==> src/rtl/fsrsp_pkg.sv <==
//----------------------------------------------------------------------
// Behaviour
// - suspend is one write of B0 anywhere
// - never read array in suspended block
// - combined suspend needs two resumes, status clears
// - config is B8 then code, any address
// - configure only when status bit 7 ready
//----------------------------------------------------------------------
package fsrsp_pkg;
    localparam logic [15:0] CMD_SUSPEND = 16'h00B0;
    localparam logic [15:0] CMD_RESUME = 16'h00D0;
    localparam logic [15:0] CMD_CFG_SETUP = 16'h00B8;
    localparam logic [15:0] CMD_READ_STATUS = 16'h0070;
    localparam logic [15:0] CMD_CLEAR_STATUS = 16'h0050;
    localparam logic [15:0] CMD_READ_ARRAY = 16'h00FF;
    // status bit positions
    localparam int SR_READY = 7;
    localparam int SR_ERS_SUSP = 6;
    localparam int SR_ERR_ERASE = 5;
    localparam int SR_ERR_PROG = 4;
    localparam int SR_PRG_SUSP = 2;
    // host register offsets
    localparam logic [11:0] OFF_CTRL = 12'h000;
    localparam logic [11:0] OFF_CFG = 12'h004;
    localparam logic [11:0] OFF_STAT = 12'h008;
    localparam logic [11:0] OFF_SREG = 12'h00C;
    localparam logic [11:0] OFF_RAW = 12'h010;
    localparam logic [7:0] CFG_RESET = 8'h00;
    localparam logic [7:0] CFG_FIELD_MASK = 8'h03;
    localparam logic [1:0] CFG_PROG_ONLY = 2'h2;
    // bus strobe and status pulse timing at 100 MHz
    localparam int CLK_NS = 10;
    localparam int WE_LOW_NS = 70;
    localparam int WE_HIGH_NS = 30;
    localparam int WE_LOW_CYC = (WE_LOW_NS + CLK_NS - 1) / CLK_NS;
    localparam int WE_HIGH_CYC = (WE_HIGH_NS + CLK_NS - 1) / CLK_NS;
    localparam int RD_NS = 100;
    localparam int RD_CYC = (RD_NS + CLK_NS - 1) / CLK_NS;
    localparam int PULSE_NS = 500;
    localparam int PULSE_CYC = PULSE_NS / CLK_NS;
    localparam logic [3:0] OP_SUSPEND = 4'h1;
    localparam logic [3:0] OP_RESUME = 4'h2;
    localparam logic [3:0] OP_CONFIG = 4'h3;
    localparam logic [3:0] OP_READSR = 4'h4;
    localparam logic [3:0] OP_CLEARSR = 4'h5;
    localparam logic [3:0] OP_RAW = 4'h6;
endpackage

==> src/rtl/fsrsp_host.sv <==
`timescale 1ns/100ps
module fsrsp_host (
    input wire logic clk_sys,
    input wire logic rst_n,
    input wire logic psel,
    input wire logic penable,
    input wire logic pwrite,
    input wire logic [11:0] paddr,
    input wire logic [31:0] pwdata,
    output logic [31:0] prdata,
    output logic pready,
    output logic pslverr,
    output logic flashCeN,
    output logic flashWeN,
    output logic flashOeN,
    output logic flashRstN,
    output logic [15:0] flashDqOut,
    output logic flashDqOe,
    input wire logic [15:0] flashDqIn,
    input wire logic statusOutPin,
    input wire logic hwResetReq
);
    //------------------------------------------------------------
    // reset and pin synchronisers
    //------------------------------------------------------------
    logic [1:0] rstPipe;
    logic rstSync_n;
    always_ff @(posedge clk_sys or negedge rst_n) begin
        if (!rst_n) begin
            rstPipe <= 2'b00;
        end else begin
            rstPipe <= {rstPipe[0], 1'b1};
        end
    end
    assign rstSync_n = rstPipe[1];
    logic [1:0] pinMeta;
    logic [15:0] dqMeta;
    logic [15:0] dqSync;
    always_ff @(posedge clk_sys or negedge rstSync_n) begin
        if (!rstSync_n) begin
            pinMeta <= 2'b11;
            dqMeta <= '0;
            dqSync <= '0;
        end else begin
            pinMeta <= {pinMeta[0], statusOutPin};
            dqMeta <= flashDqIn;
            dqSync <= dqMeta;
        end
    end

    typedef enum logic [2:0] {
        ST_IDLE, ST_W1, ST_W2, ST_RD, ST_DONE
    } fsrsp_state_e;
    typedef struct packed {
        fsrsp_state_e st;
        logic [3:0] op;
        logic [7:0] cfg;
        logic [7:0] cfgPend;
        logic [7:0] sreg;
        logic [15:0] raw;
        logic cfgRej;
        logic opDone;
        logic [15:0] pulseCnt;
        logic [15:0] pulseLen;
        logic pinPrev;
        logic stbGo;
        logic stbRd;
        logic [15:0] dq;
        logic dqOe;
        logic rstPin;
        logic [31:0] rdata;
    } fsrsp_host_s;
    fsrsp_host_s q, d;
    logic stbBusy, stbN, stbSample;
    fsrsp_strobe u_strobe (
        .clk_sys(clk_sys),
        .rstSync_n(rstSync_n),
        .start(q.stbGo),
        .isRead(q.stbRd),
        .busy(stbBusy),
        .strobeN(stbN),
        .sampleNow(stbSample)
    );

    function automatic logic cfgValid(input logic [7:0] code);
        cfgValid = (code[1:0] != fsrsp_pkg::CFG_PROG_ONLY);
    endfunction

    logic wrEn, rdEn, pinLvl;
    assign pinLvl = pinMeta[1];
    assign wrEn = psel && penable && pwrite;
    // read data is latched in the setup cycle so it stands for the access
    assign rdEn = psel && !penable && !pwrite;
    assign pready = 1'b1;
    assign pslverr = 1'b0;

    //------------------------------------------------------------
    // command sequencer; host refuses config unless ready and not suspended, device flags invalid codes
    //------------------------------------------------------------
    always_comb begin
        d = q;
        d.stbGo = 1'b0;
        d.pinPrev = pinLvl;
        d.rstPin = !hwResetReq;
        // pulse length measure while pin low in pulse mode
        if (!pinLvl) begin
            d.pulseCnt = q.pulseCnt + 16'h0001;
        end else begin
            d.pulseCnt = '0;
        end
        if (pinLvl && !q.pinPrev && q.cfg[1:0] != 2'b00) begin
            d.pulseLen = q.pulseCnt;
        end
        // reset input returns pin to level mode
        if (hwResetReq) begin
            d.cfg = fsrsp_pkg::CFG_RESET;
        end
        unique case (q.st)
            ST_IDLE: begin
                if (wrEn && paddr == fsrsp_pkg::OFF_CTRL && !hwResetReq) begin
                    d.op = pwdata[3:0];
                    d.opDone = 1'b0;
                    d.cfgRej = 1'b0;
                    d.dqOe = 1'b1;
                    d.stbGo = 1'b1;
                    d.stbRd = 1'b0;
                    d.st = ST_W1;
                    unique case (pwdata[3:0])
                        fsrsp_pkg::OP_SUSPEND: d.dq = fsrsp_pkg::CMD_SUSPEND;
                        fsrsp_pkg::OP_RESUME: d.dq = fsrsp_pkg::CMD_RESUME;
                        fsrsp_pkg::OP_CONFIG: begin
                            d.dq = fsrsp_pkg::CMD_CFG_SETUP;
                            // only when ready; reserved bits dropped
                            if (!q.sreg[fsrsp_pkg::SR_READY] ||
                                q.sreg[fsrsp_pkg::SR_ERS_SUSP] ||
                                q.sreg[fsrsp_pkg::SR_PRG_SUSP]) begin
                                d.cfgRej = 1'b1;
                                d.stbGo = 1'b0;
                                d.dqOe = 1'b0;
                                d.st = ST_IDLE;
                                d.opDone = 1'b1;
                            end
                        end
                        fsrsp_pkg::OP_READSR: d.dq = fsrsp_pkg::CMD_READ_STATUS;
                        fsrsp_pkg::OP_CLEARSR: d.dq = fsrsp_pkg::CMD_CLEAR_STATUS;
                        fsrsp_pkg::OP_RAW: d.dq = pwdata[31:16];
                        default: begin
                            d.stbGo = 1'b0;
                            d.dqOe = 1'b0;
                            d.st = ST_IDLE;
                            d.opDone = 1'b1;
                        end
                    endcase
                end else if (wrEn && paddr == fsrsp_pkg::OFF_CFG) begin
                    d.cfgPend = pwdata[7:0] & fsrsp_pkg::CFG_FIELD_MASK;
                end
            end
            ST_W1: begin
                if (!q.stbGo && !stbBusy) begin
                    if (q.op == fsrsp_pkg::OP_CONFIG) begin
                        d.dq = {8'h00, q.cfgPend};
                        d.stbGo = 1'b1;
                        d.st = ST_W2;
                    end else if (q.op == fsrsp_pkg::OP_CLEARSR ||
                                 q.op == fsrsp_pkg::OP_RAW) begin
                        d.dqOe = 1'b0;
                        d.st = ST_DONE;
                    end else begin
                        // suspend, resume and status read all end with a status read
                        d.dqOe = 1'b0;
                        d.stbGo = 1'b1;
                        d.stbRd = 1'b1;
                        d.st = ST_RD;
                    end
                end
            end
            ST_W2: begin
                if (!q.stbGo && !stbBusy) begin
                    // invalid code is written anyway; device flags it
                    if (cfgValid(q.cfgPend)) begin
                        d.cfg = q.cfgPend;
                    end
                    d.dqOe = 1'b0;
                    d.stbGo = 1'b1;
                    d.stbRd = 1'b1;
                    d.st = ST_RD;
                end
            end
            ST_RD: begin
                if (stbSample) begin
                    d.sreg = dqSync[7:0];
                    d.raw = dqSync;
                end
                if (!q.stbGo && !stbBusy) begin
                    d.st = ST_DONE;
                end
            end
            ST_DONE: begin
                d.opDone = 1'b1;
                d.st = ST_IDLE;
            end
            default: d.st = ST_IDLE;
        endcase
        if (q.op == fsrsp_pkg::OP_CLEARSR && q.st == ST_DONE) begin
            d.sreg = q.sreg & 8'h80;
        end
        // register read
        d.rdata = '0;
        if (rdEn) begin
            unique case (paddr)
                fsrsp_pkg::OFF_CFG: d.rdata = {24'h000000, q.cfg};
                fsrsp_pkg::OFF_STAT: d.rdata = {q.pulseLen, 8'h00, 3'b000,
                    pinLvl, q.cfgRej, q.opDone, q.st != ST_IDLE, hwResetReq};
                fsrsp_pkg::OFF_SREG: d.rdata = {24'h000000, q.sreg};
                fsrsp_pkg::OFF_RAW: d.rdata = {16'h0000, q.raw};
                default: d.rdata = '0;
            endcase
        end
    end
    always_ff @(posedge clk_sys or negedge rstSync_n) begin
        if (!rstSync_n) begin
            q <= '0;
            q.st <= ST_IDLE;
            q.pinPrev <= 1'b1;
            q.rstPin <= 1'b1;
            q.sreg <= 8'h80;
        end else begin
            q <= d;
        end
    end
    assign prdata = q.rdata;
    assign flashCeN = stbN;
    assign flashWeN = stbN | q.stbRd;
    assign flashOeN = stbN | !q.stbRd;
    assign flashDqOut = q.dq;
    assign flashDqOe = q.dqOe;
    assign flashRstN = q.rstPin;
    // host never reads the array here, so suspended blocks stay untouched

    //------------------------------------------------------------
    // checks
    //------------------------------------------------------------
    a_cfg_needs_ready: assert property (@(posedge clk_sys) disable iff (!rstSync_n)
        (q.st == ST_IDLE && wrEn && paddr == fsrsp_pkg::OFF_CTRL &&
         pwdata[3:0] == fsrsp_pkg::OP_CONFIG && !hwResetReq &&
         (!q.sreg[7] || q.sreg[6] || q.sreg[2]))
        |=> q.cfgRej && q.st == ST_IDLE) else $error("config sent while busy");
    a_cfg_no_reserved: assert property (@(posedge clk_sys) disable iff (!rstSync_n)
        q.cfg[7:2] == 6'h00) else $error("reserved config bits held");
    a_cfg_no_prog_only: assert property (@(posedge clk_sys) disable iff (!rstSync_n)
        q.cfg[1:0] != 2'h2) else $error("unsupported config kept");
    a_reset_clears_cfg: assert property (@(posedge clk_sys) disable iff (!rstSync_n)
        hwResetReq |=> q.cfg == 8'h00 && !flashRstN) else $error("reset not applied");
    a_suspend_code: assert property (@(posedge clk_sys) disable iff (!rstSync_n)
        (q.st == ST_W1 && q.op == fsrsp_pkg::OP_SUSPEND && !flashWeN)
        |-> flashDqOe && flashDqOut == 16'h00B0) else $error("bad suspend code");
    a_resume_code: assert property (@(posedge clk_sys) disable iff (!rstSync_n)
        (q.st == ST_W1 && q.op == fsrsp_pkg::OP_RESUME && !flashWeN)
        |-> flashDqOut == 16'h00D0) else $error("bad resume code");
    a_cfg_two_writes: assert property (@(posedge clk_sys) disable iff (!rstSync_n)
        (q.st == ST_W2 && !flashWeN) |-> flashDqOut == {8'h00, q.cfgPend})
        else $error("config data wrong");
    a_setup_code: assert property (@(posedge clk_sys) disable iff (!rstSync_n)
        (q.st == ST_W1 && q.op == fsrsp_pkg::OP_CONFIG && !flashWeN)
        |-> flashDqOut == 16'h00B8) else $error("bad config setup");
    a_no_drive_read: assert property (@(posedge clk_sys) disable iff (!rstSync_n)
        !flashOeN |-> !flashDqOe) else $error("bus contention");
    c_suspend: cover property (@(posedge clk_sys) q.st == ST_W1 && q.op == fsrsp_pkg::OP_SUSPEND);
    c_resume: cover property (@(posedge clk_sys) q.st == ST_RD && q.op == fsrsp_pkg::OP_RESUME);
    c_config: cover property (@(posedge clk_sys) q.st == ST_W2);
    c_pulse: cover property (@(posedge clk_sys) pinLvl && !q.pinPrev && q.cfg[1:0] != 2'b00);
endmodule

==> src/rtl/fsrsp_strobe.sv <==
`timescale 1ns/100ps
module fsrsp_strobe (
    input wire logic clk_sys,
    input wire logic rstSync_n,
    input wire logic start,
    input wire logic isRead,
    output logic busy,
    output logic strobeN,
    output logic sampleNow
);
    //------------------------------------------------------------
    // one bus cycle: strobe low, then recovery high
    //------------------------------------------------------------
    typedef struct packed {
        logic active;
        logic low;
        logic rd;
        logic [7:0] cnt;
    } fsrsp_stb_s;
    fsrsp_stb_s q, d;
    always_comb begin
        d = q;
        sampleNow = 1'b0;
        if (!q.active) begin
            if (start) begin
                d.active = 1'b1;
                d.low = 1'b1;
                d.rd = isRead;
                d.cnt = isRead ? 8'(fsrsp_pkg::RD_CYC) : 8'(fsrsp_pkg::WE_LOW_CYC);
            end
        end else if (q.cnt > 8'h01) begin
            d.cnt = q.cnt - 8'h01;
        end else if (q.low) begin
            sampleNow = q.rd;
            d.low = 1'b0;
            d.cnt = 8'(fsrsp_pkg::WE_HIGH_CYC);
        end else begin
            d.active = 1'b0;
        end
    end
    always_ff @(posedge clk_sys or negedge rstSync_n) begin
        if (!rstSync_n) begin
            q <= '0;
        end else begin
            q <= d;
        end
    end
    assign busy = q.active;
    assign strobeN = !(q.active && q.low);
endmodule

==> config.mk <==
export PLATFORM = sky130hd
export DESIGN_NAME = fsrsp_host
export DESIGN_NICKNAME = d
export VERILOG_FILES = /design/src/rtl/fsrsp_pkg.sv /design/src/rtl/fsrsp_host.sv /design/src/rtl/fsrsp_strobe.sv
export SDC_FILE = /design/constraint.sdc
export NUM_CORES = 1
export LEC_CHECK = 0
export BUFFER_PORTS_ARGS = -buffer_cell sky130_fd_sc_hd__buf_2
export CAP_MARGIN = 15
export CORE_ASPECT_RATIO = 1.25
export CORE_MARGIN = 3
export CORE_UTILIZATION = 52
export CTS_CLUSTER_SIZE = 20
export DETAILED_ROUTE_END_ITERATION = 6
export GPL_TIMING_DRIVEN = 0
export PLACE_DENSITY_LB_ADDON = 0.2
export SLEW_MARGIN = 25
export SYNTH_ARGS = -nofsm -noshare
export SYNTH_HDL_FRONTEND = slang
export SYNTH_SLANG_ARGS = --single-unit
export TNS_END_PERCENT = 20
==> constraint.sdc <==
create_clock -name clk_sys -period 13.39 [get_ports clk_sys]
set_input_delay 0.6695 -clock clk_sys [delete_from_list [all_inputs] [get_ports clk_sys]]
set_output_delay 0.6695 -clock clk_sys [all_outputs]
set_load 0.005 [all_outputs]
==> impl_metrics.json <==
{
  "status": "finished clean",
  "final-setup-viol-count": 0,
  "grt_pass1_vias": 4905,
  "clock-sinks": 175,
  "netlist_instances": 590,
  "hp-class": "in2async",
  "synthFlopType": "dfrtp_1",
  "p_leak_nw": 4.28,
  "async_flop_share_pct": 100,
  "grt_max_degree": 55,
  "dp_hpwl_mm": 10.1,
  "crit_path_end_kind": "flip-flop",
  "rsz0062_at_grt": "false",
  "crit_chain": "buf_2, nor4_1, nand3_1, nor3b_2, nor3b_1, mux2_2",
  "synthesis.area_per_instance_um2": 12.2,
  "min_period_ns": 2.73,
  "ys_ff_latch": 175,
  "start_util_pct": 53.8,
  "tightest_slew_ns": 0.890,
  "drcViolationCount": 0,
  "ctsResizeCount": 0,
  "arrival_ns": 3.03,
  "drive_above_1_share_pct": 34.8,
  "row_count": 47,
  "cp_slowest_cell": "nor3b_2",
  "tritoncts": "built",
  "p_per_area_mw_per_mm2": 148,
  "yosysWarnings": 0,
  "die-width_um": 111,
  "critPathRequiredTime_ns": 13.69,
  "vias": 4709,
  "pre_cts_slack_ns": 10.33,
  "fin_cells": 903,
  "drtIter0Drc": 228,
  "port-buffer-count": 106,
  "worstSetupPathType": "in2reg",
  "max-vdd-ir-drop_v": 0.000105,
  "drt-wirelength-per-cell_um": 15.5,
  "fmax_mhz": 366,
  "p_total_mw": 1.28,
  "startpoint_type": "input port",
  "core_mm2": 0.0134,
  "grt_usage_pct": 19.5,
  "final.setup.worst_slack_ns": 10.66,
  "grt-ovfl-total": 0,
  "die-height_um": 138,
  "cap_violations": 0,
  "num-fill-cells": 1063,
  "syn_area_mm2": 0.00721,
  "final_common_cell": "dfrtp_1",
  "cts_setup_buffers": 0,
  "numCtsBuffers": 17,
  "ant_nets": 0,
  "dp_cells": 871,
  "fin_tns_setup_ns": 0,
  "cts_htree_levels": 4,
  "ctsHoldBuffers": 0,
  "clk_pin_slew_ns": 0.06,
  "drtPass1Iterations": 6,
  "synth_edf_count": 0,
  "period_share_pct": 20.4,
  "diodes": 0,
  "io-pin-count": 122,
  "drt_wl_total_mm": 14.0,
  "slew_violations": 0,
  "most-common-layout-cells": "169 x dfrtp_1, 107 x buf_2, 50 x buf_4",
  "hold_viol": 0,
  "area_delta_synth_final_pct": 19.7,
  "antenna_found_initial": 0,
  "gp_congestion": 0.878,
  "max-slew-margin-rel_pct": 40.1,
  "clockBufferDepth": 2,
  "ys_seq_area_share_pct": 60.9,
  "die_area_mm2": 0.0153,
  "nets": 789,
  "cts_root_buf": "clkbuf_16",
  "slowest_delay_ns": 0.62,
  "grt_first_pass_wirelength_mm": 23.8,
  "critPathMaxFanout": 9,
  "viasPerCell": 5.21,
  "netlist-cell-type-count": 54,
  "fin_skew_ns": 0.0113,
  "clock_latency_ns": 0.42
}
## cell families (layout without fill, tap and decap cells)
group	after synthesis	after routing	synth area share, %
multiplexers	50	50	7.69
flip-flops	175	175	60.9
AND/OR/NAND/NOR	180	180	13.6
other	2	3	0.104
AO/OA/AOI/OAI	80	80	7.86
adder cells (fa/ha/maj)	3	3	0.521
buffers and inverters	81	222	7.05
XOR/XNOR	19	19	2.31
## worst paths after layout
check / cells after the start / endpoint / from / slack [ns]
min: 1 / rstPipe[1] / rst_n / 0.02
max in group asynchronous: 3 / flashRstN / rstPipe[1] / 11.87
min reg2reg: 0 / prdata[16] / rstPipe[1] / 0.30
min in group clk_sys: 1 / pinMeta[0] / statusOutPin / 0.35
max: 6 / q[112] / paddr[7] / 10.66
max reg2reg: 5 / q[101] / u_strobe.q[4] / 10.68
## routing by layer
metal / routed length [µm] / up-vias / global-route usage [%] / share of wire, %
li1: - / 2249 / - / -
met1: 5930 / 2302 / 24.4 / 42
met2: 7140 / 148 / 33.7 / 51
met3: 797 / 10 / 5.18 / 5.7
met4: 125 / 0 / 5.48 / 0.89
met5: 0 / - / 0 / 0
## per-stage QoR
step	instance area, µm²	hold WS [ns]	utilization, %
floorplan	7210	0.331	-
global placement	7960	0.332	59.3
detailed placement	8030	0.318	59.9
CTS	8630	0.00997	64.3
global route	8630	0.00120	64.3
finish	8630	0.0226	64.3
## synthesized netlist by cell type (all sizes together) (2+ instances only)
cell,count,share of area [%]
a21bo,2,0.28
a21o,3,0.31
a21oi,14,0.97
a222oi,8,1.1
a22o,17,2.1
a22oi,3,0.31
a31oi,3,0.26
and2,32,2.8
and3,5,0.43
buf,54,5.6
clkbuf,13,0.68
conb,2,0.10
dfrtp,170,59
dfstp,5,1.8
ha,3,0.52
inv,14,0.73
mux2,43,6.7
mux2i,7,0.97
nand2,24,1.3
nand2b,7,0.61
nand3,13,0.90
nand3b,6,0.62
nand4,3,0.26
nor2,45,2.3
nor2b,6,0.52
nor3,13,1.1
nor3b,5,0.59
nor4,5,0.43
o21ai,19,1.3
o31ai,3,0.31
or2,3,0.26
or3,4,0.35
or3b,2,0.24
or4,3,0.42
xnor2,6,0.73
xor2,13,1.6
## flip-flops by register name, indices dropped and copies added (netlist names)
signal	count
pinMeta	2
u_strobe.q	10
u_strobe.busy	1
flashDqOut	16
prdata	32
dqSync	16
dqMeta	16
flashRstN	1
rstPipe	2
q	78
flashDqOe	1
## worst max-delay path, delay by kind of cell
kind          cells  cell delay (ns)
mux               1             0.37
simple gates      4             1.88
buf+inv           1             0.10
## report_power, final
part	internal [mW]	switching, mW
Clock	0.268	0.215
Sequential	0.572	0.0358
Combinational	0.0803	0.106
Total	0.921	0.356
## layout make-up
cell class              count  area (µm²)  area share [%]
repair buffers            109         606            7.02
flip-flops and latches    175        4390            50.9
clock inverters            14         153            1.77
plain buffers              67         455            5.28
clock buffers              18         439            5.09
multi-input cells         335        2320            26.9
inverters                  14        52.6           0.609
well taps                 171         214            2.48
(Power assumes the default switching activity.)
